### src/pin_mode_map.vh
// Constants for the per-channel pin driver mode decoder: register offsets, field layouts and reset values.
// Assumes inclusion by bare name from the decoder sources.
`ifndef PIN_MODE_MAP_VH
`define PIN_MODE_MAP_VH

`define ADDR_W              4
`define REG_CTRL0           4'h0
`define REG_CTRL1           4'h1
`define REG_TRIM0           4'h2
`define REG_TRIM1           4'h3
`define REG_STATE0          4'h4
`define REG_STATE1          4'h5

`define CTRL_LOWLEAK        0
`define CTRL_FORCE_EN       1
`define CTRL_FORCE_MODE     2
`define CTRL_MEASURE_MODE   3
`define CTRL_SUPERVOLT      4
`define CTRL_TERM_SEL       5
`define CTRL_LOAD_DIS       6
`define CTRL_RANGE2         7
`define CTRL_W              8
`define CTRL_RESET          8'h04

`define TRIM_SLEW_LSB       0
`define TRIM_DROOP_LSB      2
`define TRIM_RES_LSB        5
`define TRIM_W              9
`define TRIM_RESET          9'h100

`define DRV_LOWLEAK         3'h0
`define DRV_LOW             3'h1
`define DRV_HIGH            3'h2
`define DRV_HIZ             3'h3
`define DRV_TERM            3'h4
`define DRV_SUPER           3'h5

`define PMU_HIZ             3'h0
`define PMU_FORCE_V_MEASURE_I            3'h1
`define PMU_FORCE_V_MEASURE_V            3'h2
`define PMU_FORCE_I_MEASURE_I            3'h3
`define PMU_FORCE_I_MEASURE_V            3'h4
`define PMU_NO_FORCE_NO_MEASURE            3'h5
`define PMU_NO_FORCE_MEASURE_VOLTAGE            3'h6

`endif

### src/channel_mode_decode.v
// Combinational mode decode for one channel of the pin driver.
// Assumes registered control bits and already synchronised fast inputs.
`timescale 1ns/100ps
`include "pin_mode_map.vh"

module channel_mode_decode (
  input  wire                 pin_lowleak_en_n,
  input  wire                 pin_supervolt_enable_n,
  input  wire                 receive_ctrl,
  input  wire                 drive_data,
  input  wire [`CTRL_W-1:0]   ctrl,
  output reg  [2:0]           driver_state,
  output reg                  comp_lowleak,
  output reg                  load_lowleak,
  output reg  [2:0]           pmu_state,
  output reg                  range_b_forced,
  output reg                  calibration
);

  reg lowleak;
  reg force_en;
  reg fm;
  reg mm;

  always @* begin
    force_en       = ctrl[`CTRL_FORCE_EN];
    fm             = ctrl[`CTRL_FORCE_MODE];
    mm             = ctrl[`CTRL_MEASURE_MODE];
    lowleak        = ctrl[`CTRL_LOWLEAK] | ~pin_lowleak_en_n; // [RL11]
    calibration    = 1'b0;
    range_b_forced = 1'b0;
    comp_lowleak   = 1'b0;
    load_lowleak   = 1'b0;
    pmu_state      = `PMU_NO_FORCE_NO_MEASURE;
    // Driver level decode, used in normal mode and calibration codes 01 and 11; calibration code 00 overrides it with low-leak.
    if (ctrl[`CTRL_SUPERVOLT] & receive_ctrl) begin
      driver_state = `DRV_SUPER; // [RL10]
    end else if (~ctrl[`CTRL_SUPERVOLT] & ~pin_supervolt_enable_n) begin
      driver_state = `DRV_SUPER; // [RL10]
    end else if (receive_ctrl) begin
      driver_state = ctrl[`CTRL_TERM_SEL] ? `DRV_TERM : `DRV_HIZ; // [RL9]
    end else begin
      driver_state = drive_data ? `DRV_HIGH : `DRV_LOW; // [RL8]
    end
    // Low-leak sits last so the pin overrides every other term; the serial low-leak bit yields to the pin and to force enable.
    if (~pin_lowleak_en_n) begin
      driver_state = `DRV_LOWLEAK; // [RL1] [RL20]
      comp_lowleak = 1'b1;
      load_lowleak = 1'b1;
      pmu_state    = `PMU_HIZ;
    end else if (force_en) begin
      driver_state = `DRV_LOWLEAK; // [RL3]
      comp_lowleak = 1'b1;
      load_lowleak = 1'b1;
      case ({fm, mm})
        2'b00:   pmu_state = `PMU_FORCE_V_MEASURE_I;
        2'b01:   pmu_state = `PMU_FORCE_V_MEASURE_V;
        2'b10:   pmu_state = `PMU_FORCE_I_MEASURE_I;
        default: pmu_state = `PMU_FORCE_I_MEASURE_V;
      endcase
    end else if (lowleak) begin
      driver_state = `DRV_LOWLEAK; // [RL11]
      comp_lowleak = 1'b1;
      load_lowleak = 1'b1;
      pmu_state    = mm ? `PMU_NO_FORCE_MEASURE_VOLTAGE : `PMU_NO_FORCE_NO_MEASURE;
    end else begin
      case ({fm, mm})
        2'b10:   pmu_state = `PMU_NO_FORCE_NO_MEASURE; // [RL4]
        2'b00: begin
          pmu_state    = `PMU_FORCE_V_MEASURE_I; // [RL5]
          driver_state = `DRV_LOWLEAK;
        end
        2'b01:   pmu_state = `PMU_FORCE_I_MEASURE_V; // [RL5]
        default: pmu_state = `PMU_NO_FORCE_MEASURE_VOLTAGE; // [RL5]
      endcase
      calibration    = ({fm, mm} != 2'b10); // [RL6]
      range_b_forced = calibration & ctrl[`CTRL_RANGE2]; // [RL7]
    end
  end

endmodule

### src/pin_driver_mode_decoder.v
// Top of the dual-channel pin driver mode decoder with its control registers.
// Assumes a plain register port on sys_clk and fast tester inputs from another domain.
// Operation
// (RL1) Low-leak pin low forces channel low-leak.
// (RL2) Controller holds low-leak pin high otherwise.
// (RL3) Force enable: parametric on, driver low-leak.
// (RL4) Normal operation only with code 10.
// (RL5) Codes 00, 01, 11 select calibration.
// (RL6) Calibration keeps ordinary driver controls. Code 00 here forces the driver low-leak.
// (RL7) Calibration blocks range A, falls to B.
// (RL8) Receive low: data picks high or low.
// (RL9) Receive high: termination select picks level.
// (RL10) Super-voltage by serial bit or pin.
// (RL11) Each channel low-leaks independently.
// (RL12) Controller disables parametric and load first.
// (RL13) Slew field selects 100, 75, 50, 25.
// (RL14) Slew bits reset to zero.
// (RL15) Droop field steps 1.5 percent linearly.
// (RL16) Droop bits reset to zero.
// (RL17) Resistance field trims 360 milliohm steps.
// (RL18) Resistance field resets to 1000.
// (RL19) Reset restores interface and all bits.
// (RL20) Decode combinationally, low-leak takes priority.
// (RL21) Separate fields per channel, shared interface.
`timescale 1ns/100ps
`include "pin_mode_map.vh"

module pin_driver_mode_decoder #(
  parameter CHANNELS = 2
) (
  input  wire                    sys_clk,
  input  wire                    resetn,
  input  wire [`ADDR_W-1:0]      reg_addr,
  input  wire [31:0]             reg_wdata,
  input  wire                    reg_write,
  input  wire                    reg_read,
  output reg  [31:0]             reg_rdata,
  input  wire [CHANNELS-1:0]     pin_lowleak_en_n,
  input  wire [CHANNELS-1:0]     pin_supervolt_enable_n,
  input  wire [CHANNELS-1:0]     receive_ctrl_p,
  input  wire [CHANNELS-1:0]     receive_ctrl_n,
  input  wire [CHANNELS-1:0]     drive_data_p,
  input  wire [CHANNELS-1:0]     drive_data_n,
  output reg  [3*CHANNELS-1:0]   driver_state,
  output reg  [CHANNELS-1:0]     comp_lowleak,
  output reg  [CHANNELS-1:0]     load_lowleak,
  output reg  [CHANNELS-1:0]     load_disable,
  output reg  [3*CHANNELS-1:0]   pmu_state,
  output reg  [CHANNELS-1:0]     range_b_forced,
  output reg  [CHANNELS-1:0]     calibration,
  output reg  [2*CHANNELS-1:0]   slew_sel,
  output reg  [3*CHANNELS-1:0]   droop_comp,
  output reg  [4*CHANNELS-1:0]   out_resistance_trim
);

  // Pins pass two flops; the first stage is read only by the second.
  reg [6*CHANNELS-1:0] pin_meta;
  reg [6*CHANNELS-1:0] pin_sync;

  always @(posedge sys_clk) begin
    if (!resetn) begin
      // Low-leak bits reset asserted, so no channel drives before its real pin level is known. [RL1]
      pin_meta <= {{CHANNELS{1'b0}}, {(5*CHANNELS){1'b1}}};
      pin_sync <= {{CHANNELS{1'b0}}, {(5*CHANNELS){1'b1}}};
    end else begin
      pin_meta <= {pin_lowleak_en_n, pin_supervolt_enable_n, receive_ctrl_p,
                   receive_ctrl_n, drive_data_p, drive_data_n};
      pin_sync <= pin_meta;
    end
  end

  reg [`CTRL_W-1:0] ctrl [0:CHANNELS-1];
  reg [`TRIM_W-1:0] trim [0:CHANNELS-1];
  reg [31:0]        next_rdata;
  wire [3*CHANNELS-1:0] dec_driver;
  wire [CHANNELS-1:0]   dec_comp;
  wire [CHANNELS-1:0]   dec_load;
  wire [3*CHANNELS-1:0] dec_pmu;
  wire [CHANNELS-1:0]   dec_range;
  wire [CHANNELS-1:0]   dec_cal;

  genvar ch;
  generate
    for (ch = 0; ch < CHANNELS; ch = ch + 1) begin : gen_ch
      wire sel_ctrl = (reg_addr == `REG_CTRL0 + ch);
      wire sel_trim = (reg_addr == `REG_TRIM0 + ch);
      // Only the positive leg of each differential pair is used; the complement leg is
      // ignored, so the receive/data decision always follows the positive leg.
      wire rcv  = pin_sync[3*CHANNELS+ch];
      wire data = pin_sync[CHANNELS+ch];

      // Reset restores every serial field of both channels. [RL19]
      always @(posedge sys_clk) begin
        if (!resetn) begin
          ctrl[ch] <= `CTRL_RESET;
          trim[ch] <= `TRIM_RESET; // [RL14] [RL16] [RL18]
        end else if (reg_write && sel_ctrl) begin
          ctrl[ch] <= reg_wdata[`CTRL_W-1:0]; // [RL21]
        end else if (reg_write && sel_trim) begin
          trim[ch] <= reg_wdata[`TRIM_W-1:0]; // [RL21]
        end
      end

      channel_mode_decode u_decode (
        .pin_lowleak_en_n       (pin_sync[5*CHANNELS+ch]),
        .pin_supervolt_enable_n (pin_sync[4*CHANNELS+ch]),
        .receive_ctrl           (rcv),
        .drive_data             (data),
        .ctrl                   (ctrl[ch]),
        .driver_state           (dec_driver[3*ch +: 3]),
        .comp_lowleak           (dec_comp[ch]),
        .load_lowleak           (dec_load[ch]),
        .pmu_state              (dec_pmu[3*ch +: 3]),
        .range_b_forced         (dec_range[ch]),
        .calibration            (dec_cal[ch])
      );

      always @(posedge sys_clk) begin
        if (!resetn) begin
          driver_state[3*ch +: 3]        <= `DRV_LOWLEAK;
          comp_lowleak[ch]               <= 1'b1;
          load_lowleak[ch]               <= 1'b1;
          load_disable[ch]               <= 1'b0;
          pmu_state[3*ch +: 3]           <= `PMU_HIZ;
          range_b_forced[ch]             <= 1'b0;
          calibration[ch]                <= 1'b0;
          slew_sel[2*ch +: 2]            <= 2'h0;
          droop_comp[3*ch +: 3]          <= 3'h0;
          out_resistance_trim[4*ch +: 4] <= 4'h8;
        end else begin
          driver_state[3*ch +: 3]        <= dec_driver[3*ch +: 3]; // [RL20]
          comp_lowleak[ch]               <= dec_comp[ch];
          load_lowleak[ch]               <= dec_load[ch];
          load_disable[ch]               <= ctrl[ch][`CTRL_LOAD_DIS];
          pmu_state[3*ch +: 3]           <= dec_pmu[3*ch +: 3];
          range_b_forced[ch]             <= dec_range[ch]; // [RL7]
          calibration[ch]                <= dec_cal[ch];
          slew_sel[2*ch +: 2]            <= trim[ch][`TRIM_SLEW_LSB +: 2]; // [RL13]
          droop_comp[3*ch +: 3]          <= trim[ch][`TRIM_DROOP_LSB +: 3]; // [RL15]
          out_resistance_trim[4*ch +: 4] <= trim[ch][`TRIM_RES_LSB +: 4]; // [RL17]
        end
      end
    end
  endgenerate

  always @* begin
    next_rdata = 32'h0;
    case (reg_addr)
      `REG_CTRL0:  next_rdata[`CTRL_W-1:0] = ctrl[0];
      `REG_CTRL1:  next_rdata[`CTRL_W-1:0] = ctrl[1];
      `REG_TRIM0:  next_rdata[`TRIM_W-1:0] = trim[0];
      `REG_TRIM1:  next_rdata[`TRIM_W-1:0] = trim[1];
      `REG_STATE0: next_rdata[9:0] = {dec_cal[0], dec_range[0], dec_pmu[2:0], dec_load[0], dec_comp[0],
                                     dec_driver[2:0]};
      `REG_STATE1: next_rdata[9:0] = {dec_cal[1], dec_range[1], dec_pmu[5:3], dec_load[1], dec_comp[1],
                                     dec_driver[5:3]};
      default:     next_rdata = 32'h0;
    endcase
  end

  // Read data stands only in the cycle after the strobe, zero otherwise.
  always @(posedge sys_clk) begin
    if (!resetn) begin
      reg_rdata <= 32'h0;
    end else begin
      reg_rdata <= reg_read ? next_rdata : 32'h0;
    end
  end

endmodule

### config.mk
export PLATFORM = sky130hd
export DESIGN_NAME = pin_driver_mode_decoder
export DESIGN_NICKNAME = d
export VERILOG_FILES = /design/src/channel_mode_decode.v /design/src/pin_driver_mode_decoder.v
export VERILOG_INCLUDE_DIRS = /design/src /design/src/src
export SDC_FILE = /design/constraint.sdc
export NUM_CORES = 1
export LEC_CHECK = 0
export BUFFER_PORTS_ARGS = -buffer_cell sky130_fd_sc_hd__buf_2
export CAP_MARGIN = 10
export CORE_AREA = 2 2 98 100
export DETAILED_ROUTE_END_ITERATION = 8
export DIE_AREA = 0 0 100 102
export GPL_ROUTABILITY_DRIVEN = 0
export PLACE_DENSITY = 0.7
export SLEW_MARGIN = 5
export SYNTH_ARGS = -nofsm -noshare
export SYNTH_HDL_FRONTEND = slang
export SYNTH_SLANG_ARGS = --single-unit
### constraint.sdc
create_clock -name sys_clk -period 5.2 [get_ports sys_clk]
set_input_delay 0.78 -clock sys_clk [delete_from_list [all_inputs] [get_ports sys_clk]]
set_output_delay 0.78 -clock sys_clk [all_outputs]
set_load 0.005 [all_outputs]
* Yosys cells after proc, flatten, opt, wreduce, memory -nomap -nowiden *
Memories as Yosys holds them, arrays and structs flattened.
Cells that the tools add are included.

storage, ports and cells
  register bits = 94
  bits in writable memories = 34
  input port bits = 52
  output and inout bits = 72
  word-level logic and storage cells = 131
  memories = 2

memory list
  memory  depth  width  rd ports  clocked after Yosys merged registers in  wr ports  RTL line                      source
  trim    2      9      2         0                                        2         pin_driver_mode_decoder.v:73  reg [`TRIM_W-1:0] trim [0:CHANNELS-1];
  ctrl    2      8      2         0                                        2         pin_driver_mode_decoder.v:72  reg [`CTRL_W-1:0] ctrl [0:CHANNELS-1];

operators by class
  equality and inequality tests = 11
  mux-type cells = 70
  bitwise operators = 18
  reduce and logical (&&, ||, !) cells = 8

operator list
  kind                                            count
  two-way mux 3 bit                               22
  case mux 8 bit (6 select lines)                 1
  case mux 3 bit (3 select lines)                 4
  two-way mux 1 bit                               33
  two-way mux 9 bit                               2
  two-way mux 8 bit                               2
  == test 4 x 2 -> 1 bit (second input constant)  2
  == test 4 x 3 -> 1 bit (second input constant)  2
  two-way mux 2 bit                               4
  bitwise AND 1 bit                               6
  NOT 1 bit                                       6
  bitwise OR 1 bit                                6
  == test 2 x 1 -> 1 bit (second input constant)  2
  == test 2 bit (second input constant)           2
  == test 4 x 1 -> 1 bit (second input constant)  1
  logical AND 1 bit                               4
  logical NOT 2 bit                               2
  logical NOT 4 bit                               1
  != test 2 bit (second input constant)           2
  case mux 1 bit (4 select lines)                 1
  case mux 1 bit (2 select lines)                 1
  AND reduction 2 bit                             1

* Longest topological paths before layout *
Gate-level depths: netlist (run 1).
An unclocked memory read counts as a cell.

  depth in word-level cells = 10
  depth in mapped cells = 6
  mapped depth without buffers = 6

* Hierarchy *
A second synthesis (run 1) with hierarchy kept.

second synthesis, totals
  cells, all modules = 369
  area, all modules = 4,259.1 µm²

by module, submodules not included
  module                   instances  cells each  area an instance (µm²)  sequential area each (µm²)
  pin_driver_mode_decoder  1          301         3,766.1                 2,342.2
  channel_mode_decode      2          34          246.5                   0.0

* Worst setup path before layout (run 1) *
No wires, ideal clock.

  path type = input to register
  start = in reg_addr[1]
  end = mem trim[0][0] (netlist bit) (enable)
  setup time = 0.387 ns
  arrival time = 2.044 ns
  data required time = 4.813 ns
  slack = 2.768 ns
  stages = 4
  buffers on the path = 2
  cell sequence = buf_2 > buf_2 > nand3_1 > o21ai_0

RTL lines
  element             RTL line                      source
  start: declaration  pin_driver_mode_decoder.v:33  input wire [`ADDR_W-1:0] reg_addr,
  end: declaration    pin_driver_mode_decoder.v:73

==> results.json, run 1 <==
{
  "hp-start": "pin_meta[8]",
  "die_y_um": 102,
  "slew_viol_final": 0,
  "fmax_ghz": 0.3973,
  "drv_cap": 0,
  "required_ps": 5190,
  "grt_usage": 0.1554,
  "clockRootBuffer": "clkbuf_8",
  "drtIter0Drc": 159,
  "holdBufCountCts": 0,
  "setup-tns-final_ps": 0,
  "wirelength_mm": 7.944,
  "grtUsageMet2": 0.2500,
  "num_vias": 2666,
  "ys_warn_count": 0,
  "nNetsFinal": 485,
  "p_per_area_mw_per_mm2": 321.7,
  "syn_avg_cell_area_um2": 11.32,
  "synth-async-reset-ratio": 0,
  "fin_crit_sh": 0.4840,
  "core_mm2": 0.009109,
  "drive_gt1_frac": 0.2390,
  "syn_to_final_growth_pct": 14.74,
  "outcome": "complete, no violations",
  "cts_resized": 0,
  "crit_family": "compound AO/OA/AOI/OAI gates",
  "antenna_found_initial": 0,
  "firstDrtPassIters": 4,
  "crit_path_start": "reg_addr[3]",
  "cts_sinks": 98,
  "final_antenna_net_count": 0,
  "finalNonFillerCells": 542,
  "grt_pass1_vias": 2426,
  "hpwlAfterDp_mm": 5.911,
  "synth-main-ff-cell": "dfxtp_1",
  "finalClockSkew_ps": 11.97,
  "met1_usage": 0.2032,
  "power_leakage_nw": 1.963,
  "hold_path_class": "flop to flop",
  "die_area_mm2": 0.01020,
  "post_cts_buffers": 0,
  "clk-insertion-delay-late_ps": 370,
  "diodes": 0,
  "grt-ovfl-total": 0,
  "gr-usage-met3": 0.03488,
  "slowest_stage": "o21ai_0",
  "synth-seq-cells": 98,
  "vias_per_cell": 4.919,
  "synth_cells": 354,
  "ys_types": 44,
  "cp_slowest_stage_delay_ps": 970,
  "port_buffers": 74,
  "tightest_slew_ps": 1194,
  "synth_area_mm2": 0.004006,
  "busiest_layer": "met2",
  "synth_edf_count": 34,
  "worst-path-buf-inv": 1,
  "clk_pin_slew_worst_paths_ps": 90,
  "initial_utilization": 0.4398,
  "cts_buffer_depth": 2,
  "period_needed_ps": 2517,
  "rows": 35,
  "cp_max_fo": 8,
  "rsz0062_at_grt": "false",
  "end_kind": "flop",
  "grt_pass1_wl_mm": 12.04,
  "placed_cells": 525,
  "crit_path_start_kind": "input pin",
  "r2r-start": "ctrl[1][3]",
  "cts_tree": "built",
  "slew_headroom": 0.1954,
  "peakVddDrop_uv": 144.0,
  "ys_seq_area_frac": 0.5746,
  "path_cells": "buf_2 -> nor2_1 -> nand3b_1 -> o21ai_0",
  "setup_viol": 0,
  "crit_arrival_ps": 2500,
  "cts_buffers": 9,
  "drc_errors": 0,
  "io_pins": 124,
  "finalHoldViolations": 0,
  "h-tree-depth": 3,
  "criticalPathCategory": "input pin to flop",
  "die_w_um": 100,
  "wl_per_cell_um": 14.66,
  "grt_max_degree": 54
}
## final timing paths
check / endpoint / slack (ps) / depth (start not counted)
setup / recovery: ctrl[0][3] / 2680 / 4
hold / removal: pin_sync[8] / 410 / 1
setup reg to reg: reg_rdata[8] / 3200 / 6
hold reg to reg: pin_sync[8] / 410 / 1
## power breakdown
group	total [mW]	internal [mW]	switching, mW	leakage (nW)
registers	0.847	0.825	0.0213	0.853
clock network	0.523	0.256	0.267	0.112
logic	0.110	0.0499	0.0599	0.998
## through the flow
step / power, mW / worst slack [ps] / util / cell area, um^2 / hold WS, ps
floorplan: 0.9387 / 2768 / - / 4085 / 386.3
global placement: 0.9699 / 2318 / 0.4802 / 4374 / 397.2
detailed placement: 0.9731 / 2228 / 0.4802 / 4374 / 394.7
CTS: 1.491 / 2618 / 0.5041 / 4592 / 417.2
global route: 1.535 / 2499 / 0.5047 / 4597 / 437.0
finish: 1.479 / 2683 / 0.5047 / 4597 / 414.7
## placed cells by master (no fill, tap or decap), types with 3 or more instances in the layout
| cell type | count |
|---|---|
| and3_1 | 3 |
| o21ai_0 | 8 |
| ha_1 | 7 |
| clkbuf_8 | 9 |
| and2_1 | 54 |
| nand2b_1 | 18 |
| dfxtp_1 | 64 |
| or3_1 | 8 |
| o211ai_1 | 3 |
| edfxtp_1 | 34 |
| nand2_1 | 15 |
| inv_1 | 15 |
| nand3_1 | 6 |
| nor2b_1 | 6 |
| nor2_1 | 22 |
| a21oi_1 | 4 |
| o32ai_1 | 4 |
| buf_2 | 74 |
| nor3_1 | 4 |
| mux4_2 | 7 |
| conb_1 | 22 |
| nand3b_1 | 4 |
## synthesized netlist by cell type, types with 2 or more instances
| master | n | area [um^2] |
|---|---|---|
| dfxtp_1 | 64 | 1281 |
| and2_1 | 54 | 337.8 |
| edfxtp_1 | 34 | 1021 |
| buf_4 | 24 | 180.2 |
| nor2_1 | 22 | 82.58 |
| nand2b_1 | 18 | 112.6 |
| inv_1 | 15 | 56.30 |
| nand2_1 | 15 | 56.30 |
| clkbuf_1 | 8 | 30.03 |
| o21ai_0 | 8 | 40.04 |
| or3_1 | 8 | 50.05 |
| ha_1 | 7 | 87.58 |
| mux4_2 | 7 | 157.7 |
| nand3_1 | 6 | 30.03 |
| nor2b_1 | 6 | 37.54 |
| a21oi_1 | 4 | 20.02 |
| buf_2 | 4 | 20.02 |
| nand3b_1 | 4 | 30.03 |
| nor3_1 | 4 | 20.02 |
| o32ai_1 | 4 | 35.03 |
| and3_1 | 3 | 18.77 |
| o211ai_1 | 3 | 22.52 |
| a211oi_1 | 2 | 15.01 |
| a22oi_1 | 2 | 15.01 |
| mux2_2 | 2 | 22.52 |
| mux2i_1 | 2 | 20.02 |
| nor3b_1 | 2 | 15.01 |
| nor4_1 | 2 | 12.51 |
| nor4b_1 | 2 | 17.52 |
| o22ai_1 | 2 | 12.51 |
| o311ai_0 | 2 | 17.52 |
| or2b_1 | 2 | 15.01 |
## state kept, by name, summed over array words and instances, names as in the netlist
| signal | count |
|---|---|
| calibration | 2 |
| ctrl | 16 |
| driver_state | 6 |
| droop_comp | 6 |
| load_disable | 2 |
| load_lowleak | 2 |
| out_resistance_trim | 8 |
| pin_meta | 8 |
| pin_sync | 8 |
| pmu_state | 6 |
| range_b_forced | 2 |
| reg_rdata | 10 |
| slew_sel | 4 |
| trim | 18 |
## cells by family after synthesis
| group | count (synthesis) | synth area share |
|---|---|---|
| AND/OR/NAND/NOR | 150 | 0.2130 |
| flip-flops | 98 | 0.5746 |
| buffers and inverters | 52 | 0.07276 |
| AO/OA/AOI/OAI | 34 | 0.06027 |
| multiplexers | 12 | 0.05653 |
| adder cells (fa/ha/maj) | 7 | 0.02186 |
| other | 1 | 0.0009360 |
## metal layers
| layer | share of wire | wire length [um] |
|---|---|---|
| met5 | 0 | 0 |
| met4 | 0.010 | 80 |
| met1 | 0.45 | 3543 |
| met3 | 0.063 | 504 |
| met2 | 0.48 | 3816 |
## area by class of cell
type                       count  area, um^2
tap                          111       138.9
inverter                      15       56.30
sequential                    98        2302
timing repair buffer          77       390.4
fill                         823        4512
multi-input combinational    225        1491
clock inverter                 6       68.82
clock buffer                  10       148.9
(Power assumes the default switching activity.)
==> run 2: changes to the inputs <==
Settings changed: ABC_AREA set to 1.
Clock period 5.2 ns to 2.5 ns, I/O delays scaled along.
==> run 2 against run 1 <==
  * Hold slack lost 230 ps
  * Flip-flop and latch count is the same
  * Largest power group unchanged
  * Cell count grew 23%
  * First-iteration DRC count grew 36%
  * Worst setup slack lost 1700 ps
  * Non-clock buffer count grew 4
  * Clock power grew 100%
  * Via count grew 19%
  * Sequential power grew 110%
==> results.json, run 2 <==
{
  "synth_cells": 470,
  "holdBufCountCts": 0,
  "grt_pass1_wl_mm": 13.62,
  "finalClockSkew_ps": 10.71,
  "hpwlAfterDp_mm": 6.568,
  "cts_tree": "built",
  "cts_resized": 0,
  "synth_mux_area_frac": 0,
  "clk_pin_slew_worst_paths_ps": 90,
  "p_per_area_mw_per_mm2": 657.8,
  "setup-tns-final_ps": 0,
  "rsz0062_at_grt": "false",
  "crit_path_start_kind": "flop",
  "reg.largest.list": "trim x18, ctrl x16, reg_rdata x10",
  "p_switching_mw": 0.7316,
  "slew_headroom": 0.6329,
  "synth_most_common_cell": "nand2_1",
  "multi_input_area_mm2": 0.001300,
  "die_w_um": 100,
  "syn_avg_cell_area_um2": 8.521,
  "pwr-share-comb": 0.078,
  "yosysTopAreaCell": "dfxtp_1",
  "port_buffers": 74,
  "finalNonFillerCells": 669,
  "drv_cap": 0,
  "drive_gt1_frac": 0.2204,
  "synth-async-reset-ratio": 0,
  "synth-seq-cells": 98,
  "synthTopCellsByArea": "dfxtp_1 32%, edfxtp_1 25%, nand2_1 10%",
  "ys_seq_area_frac": 0.5748,
  "slowest_stage": "edfxtp_1",
  "required_ps": 2740,
  "syn_to_final_growth_pct": 16.12,
  "path_common_cell": "nor2_1",
  "ys_types": 24,
  "finalHoldViolations": 0,
  "placed_cells": 653,
  "cp_max_fo": 5,
  "antenna_found_initial": 0,
  "grt-ovfl-total": 0,
  "slew_viol_final": 0,
  "p_int_mw": 2.328,
  "synth_area_mm2": 0.004005,
  "ys_warn_count": 0,
  "wl_per_cell_um": 12.85,
  "end_kind": "flop",
  "die_area_mm2": 0.01020,
  "peakVddDrop_uv": 272.6,
  "synth_top_family_by_area": "simple AND/OR/NAND/NOR gates",
  "post_cts_buffers": 0,
  "h-tree-depth": 3,
  "firstDrtPassIters": 5,
  "grt_pass1_vias": 2918,
  "synth_edf_count": 34,
  "yosys-top-cells-count": "107 x nand2_1, 79 x nor2_1, 69 x inv_1",
  "register_area_mm2": 0.002302,
  "io_pins": 124,
  "pwr-share-seq": 0.573,
  "p_sw_frac": 0.2391,
  "cts_sinks": 98,
  "grt_max_degree": 29,
  "synth-compound-area-share": 0.02905,
  "setup_viol": 0,
  "path_cells": "inv_1 -> ha_1 -> nor2_1 -> nand2_1 -> inv_1 -> nand3_1 -> o21ai_0 -> nor2_1 -> nor2_1",
  "outcome": "complete, no violations",
  "synth_top_area_frac": 0.3199,
  "worst-path-buf-inv": 2,
  "grt_usage": 0.1745,
  "synthAdderAreaFrac": 0.02187,
  "synthSimpleGateAreaFrac": 0.2530,
  "n_fill_cell": 885,
  "final_antenna_net_count": 0,
  "synth_xor_area_frac": 0,
  "criticalPathCategory": "flop to flop",
  "tightest_slew_ps": 544.8,
  "clockRootBuffer": "clkbuf_8",
  "initial_utilization": 0.4397,
  "p_clk_frac": 0.349,
  "final_cell_mix": "107 x nand2_1, 79 x nor2_1, 74 x buf_2",
  "crit_family": "flip-flops",
  "cts_buffer_depth": 2,
  "drc_errors": 0,
  "cp_slowest_stage_delay_ps": 490,
  "cts_buffers": 9,
  "clk-insertion-delay-late_ps": 360,
  "drtIter0Drc": 216,
  "largest_reg_flops": 18,
  "crit_arrival_ps": 1760,
  "power_leakage_nw": 2.386,
  "synth-main-ff-cell": "dfxtp_1",
  "core_mm2": 0.009109,
  "max_flop_register": "trim",
  "hold_path_class": "input pin to flop",
  "fin_crit_sh": 0.6079,
  "nNetsFinal": 612,
  "rows": 35,
  "diodes": 0,
  "fmax_ghz": 0.6580,
  "die_y_um": 102,
  "vias_per_cell": 4.725,
  "wirelength_mm": 8.596,
  "period_needed_ps": 1520,
  "num_vias": 3161,
  "final_common_cell": "nand2_1"
}
-- run 2: cell count changes in the layout (fill, tap and decap cells not counted), moves of 6 or more --
cell / change
nand2_1: +92
nor2_1: +57
and2_1: -54
inv_1: +54
nand2b_1: -18
nand3_1: +16
or2_2: +13
o21ai_0: +8
or3_1: -8
mux4_2: -7
nor2b_1: -6
-- run 2: cells by family after synthesis --
family                     count (synthesis)
buffers and inverters                    104
DFF                                       98
and+or+nand+nor                          237
adders and majority gates                  7
other                                      1
AOI/OAI and AO/OA                         23
-- run 2: final timing paths --
path	from	to	slack, ps	depth (start not counted)
max	ctrl[1][2]	reg_rdata[0]	980	9
min	receive_ctrl_p[1]	pin_meta[7]	190	2
max reg2reg	ctrl[1][2]	reg_rdata[0]	980	9
min reg2reg	pin_meta[9]	pin_sync[9]	420	1
-- run 2: per-stage QoR --
| stage | instance area, um^2 | hold slack (ps) | utilization | power (mW) | worst slack [ps] |
|---|---|---|---|---|---|
| floorplan | 4084 | 390.5 | - | 1.946 | 637.4 |
| global placement | 4442 | 398.8 | 0.4876 | 2.019 | 634.3 |
| detailed placement | 4442 | 399.4 | 0.4876 | 2.027 | 619.0 |
| CTS | 4651 | 175.1 | 0.5106 | 3.078 | 984.9 |
| global route | 4651 | 174.0 | 0.5106 | 3.188 | 853.1 |
| finish | 4651 | 189.1 | 0.5106 | 3.059 | 980.1 |
-- run 2: worst register-to-register path, cell delays in order, from the launching register on --
cell and delay [ps]:
edfxtp_1 490, inv_1 100, ha_1 210, nor2_1 60
nand2_1 130, inv_1 90, nand3_1 80, o21ai_0 80
nor2_1 110, nor2_1 50
-- run 2: per-layer routing --
metal / vias up / part of all wire / GRT usage
met1: 1427 / 0.42 / 0.2181
li1: 1556 / - / -
met5: - / 0 / 0
met4: 0 / 0.035 / 0.09273
met3: 25 / 0.087 / 0.04241
met2: 153 / 0.46 / 0.2822
-- run 2: power groups by stage --
stage / clock [mW] / sequential [mW] / combinational (mW)
floorplan: 0 / 1.78 / 0.163
global placement: 0 / 1.79 / 0.231
detailed placement: 0 / 1.79 / 0.236
CTS: 1.09 / 1.75 / 0.237
global route: 1.16 / 1.76 / 0.269
finish: 1.07 / 1.75 / 0.238
-- run 2: area by class of cell --
cell class,instances,share of cell area
well taps,111,0.02986
flip-flops and latches,98,0.4950
multi-input cells,289,0.2795
repair buffers,81,0.09093
inverters,74,0.05973
clock buffers,11,0.03282
clock inverters,5,0.01211
==> run 3: changes to the inputs <==
Settings changed: ABC_AREA 1 to 0.
Clock period 2.5 ns to 1.5 ns, I/O delays scaled along.
==> run 3 against run 2 <==
  * The flow now finishes with violations (negative setup slack)
  * Flip-flop and latch count unchanged
  * Core utilization increased by 6.1 points
  * Sequential share of layout area decreased by 5.3 points
  * Clock power increased by 52%
  * Non-clock buffer count increased by 52
  * Cell count decreased by 11%
  * Cell area increased by 12%
  * Clock skew increased by 1.7 ps
  * Register-to-register slack got worse by 1200 ps
  * Via count decreased by 7.6%
  * Die area unchanged
==> results.json, run 3 (synthesis results as in run 1) <==
{
  "slew_headroom": 0.6495,
  "p_per_area_mw_per_mm2": 986.0,
  "r2r_slack_ps": -240,
  "crit_path_start": "ctrl[1][2]",
  "min_path_cells": 2,
  "final_common_cell": "buf_2",
  "cts_buffer_depth": 2,
  "die_y_um": 102,
  "crit_arrival_ps": 1990,
  "place_area_mm2": 0.004765,
  "wirelength_mm": 9.224,
  "num_vias": 2921,
  "syn_to_final_growth_pct": 30.04,
  "grt_pass1_wl_mm": 13.87,
  "peakVddDrop_uv": 483.7,
  "period_needed_ps": 1735,
  "rows": 35,
  "rsz0062_at_grt": "true",
  "final_antenna_net_count": 0,
  "r2r-start": "ctrl[1][2]",
  "design_area_mm2": 0.005210,
  "initial_utilization": 0.4398,
  "cp_max_fo": 4,
  "antenna_found_initial": 0,
  "end_kind": "flop",
  "die_w_um": 100,
  "drive_gt1_frac": 0.3860,
  "outcome": "complete, but fails checks",
  "grt-ovfl-total": 0,
  "port_buffers": 74,
  "io_pins": 124,
  "finalHoldViolations": 0,
  "crit_path_start_kind": "flop",
  "cts_buffers": 9,
  "setup_ws_ps": -235.2,
  "reg2reg_depth": 5,
  "grt_max_degree": 35,
  "tightest_slew_ps": 523.9,
  "largest_reg_flops": 18,
  "hpwlAfterDp_mm": 6.722,
  "drv_cap": 0,
  "violations": "negative setup slack",
  "path_cells": "ha_2 -> mux2_2 -> o211ai_1 -> nor3_1 -> or3_1",
  "criticalPathCategory": "flop to flop",
  "die_area_mm2": 0.01020,
  "power_leakage_nw": 2.247,
  "drtIter0Drc": 135,
  "wl_per_cell_um": 15.42,
  "max_flop_register": "trim",
  "clk_pin_slew_worst_paths_ps": 90,
  "final_cell_mix": "74 x buf_2, 64 x dfxtp_1, 54 x and2_1, 54 x buf_4, 34 x edfxtp_1",
  "place_worst_setup_slack_ps": -192.0,
  "core_mm2": 0.009109,
  "diodes": 0,
  "setup_viol": 11,
  "finalNonFillerCells": 598,
  "cp_slowest_stage_delay_ps": 460,
  "slew_viol_final": 0,
  "cts_tree": "built",
  "nNetsFinal": 541,
  "vias_per_cell": 4.885,
  "hold_path_class": "input pin to flop",
  "placed_cells": 574,
  "setup-tns-final_ps": -985.8,
  "drc_errors": 0,
  "clockRootBuffer": "clkbuf_8",
  "firstDrtPassIters": 4,
  "setup.worst_path.end": "reg_rdata[6]",
  "n_fill_cell": 796,
  "slowest_stage": "edfxtp_1",
  "fmax_ghz": 0.5763,
  "reg.largest.list": "trim x18, ctrl x16, reg_rdata x10",
  "whs_ps": 14.01,
  "cts_sinks": 98,
  "r2r_end": "reg_rdata[6]",
  "required_ps": 1750,
  "clk-insertion-delay-late_ps": 380,
  "grt_pass1_vias": 2829,
  "finalClockSkew_ps": 12.44,
  "fin_crit_sh": 1.157,
  "h-tree-depth": 3,
  "grt_usage": 0.1826
}
[run 3: how the worst min path moves through the flow]
stage / startpoint / endpoint
finish: drive_data_p[1] / pin_meta[3]
global route: drive_data_p[0] / pin_meta[2]
CTS: drive_data_p[0] / pin_meta[2]
detailed placement: pin_meta[3] / pin_sync[3]
global placement: pin_meta[6] / pin_sync[6]
floorplan: drive_data_p[0] / pin_meta[2]
[run 3: report_power, final]
| group | switching (mW) | internal, mW |
|---|---|---|
| clock network | 0.919 | 0.715 |
| registers | 0.0640 | 2.86 |
| logic | 0.290 | 0.290 |
| total | 1.27 | 3.86 |
[run 3: final cells by class]
class	instances	area, um^2	area share
Sequential cell	98	2302	0.4419
Multi-Input combinational cell	225	1684	0.3232
Timing Repair Buffer	133	840.8	0.1614
Clock buffer	12	156.4	0.03002
Tap cell	111	138.9	0.02666
Inverter	15	56.30	0.01081
Clock inverter	4	31.28	0.006004
[run 3: critical path: cells and delay by family (launching register included)]
kind / cells / cell delay (ps)
AOI/OAI and AO/OA: 1 / 230
muxes: 1 / 260
and+or+nand+nor: 2 / 430
adders and majority gates: 1 / 220
DFF: 1 / 460
[run 3: layer usage]
metal	up-vias	share of wire	global-route usage	routed length [um]
met5	-	0	0	0
met4	0	0.034	0.08957	312
met3	23	0.057	0.04514	528
li1	1421	-	-	-
met2	105	0.50	0.3129	4624
met1	1372	0.41	0.2162	3758
[run 3: per-stage QoR]
step                      total power, mW  utilization
after floorplan                     3.257            -
after global placement              3.465       0.5231
after detailed placement            3.477       0.5231
after CTS                           5.106       0.5603
after global routing                5.305       0.5720
final                               5.137       0.5720
[run 3: repair_timing]
action	in CTS	in global routing
buffers inserted	7	3
endpoints found under the setup margin	12	17
hold buffers	0	0
resized for setup	21	20
pin swaps	16	9
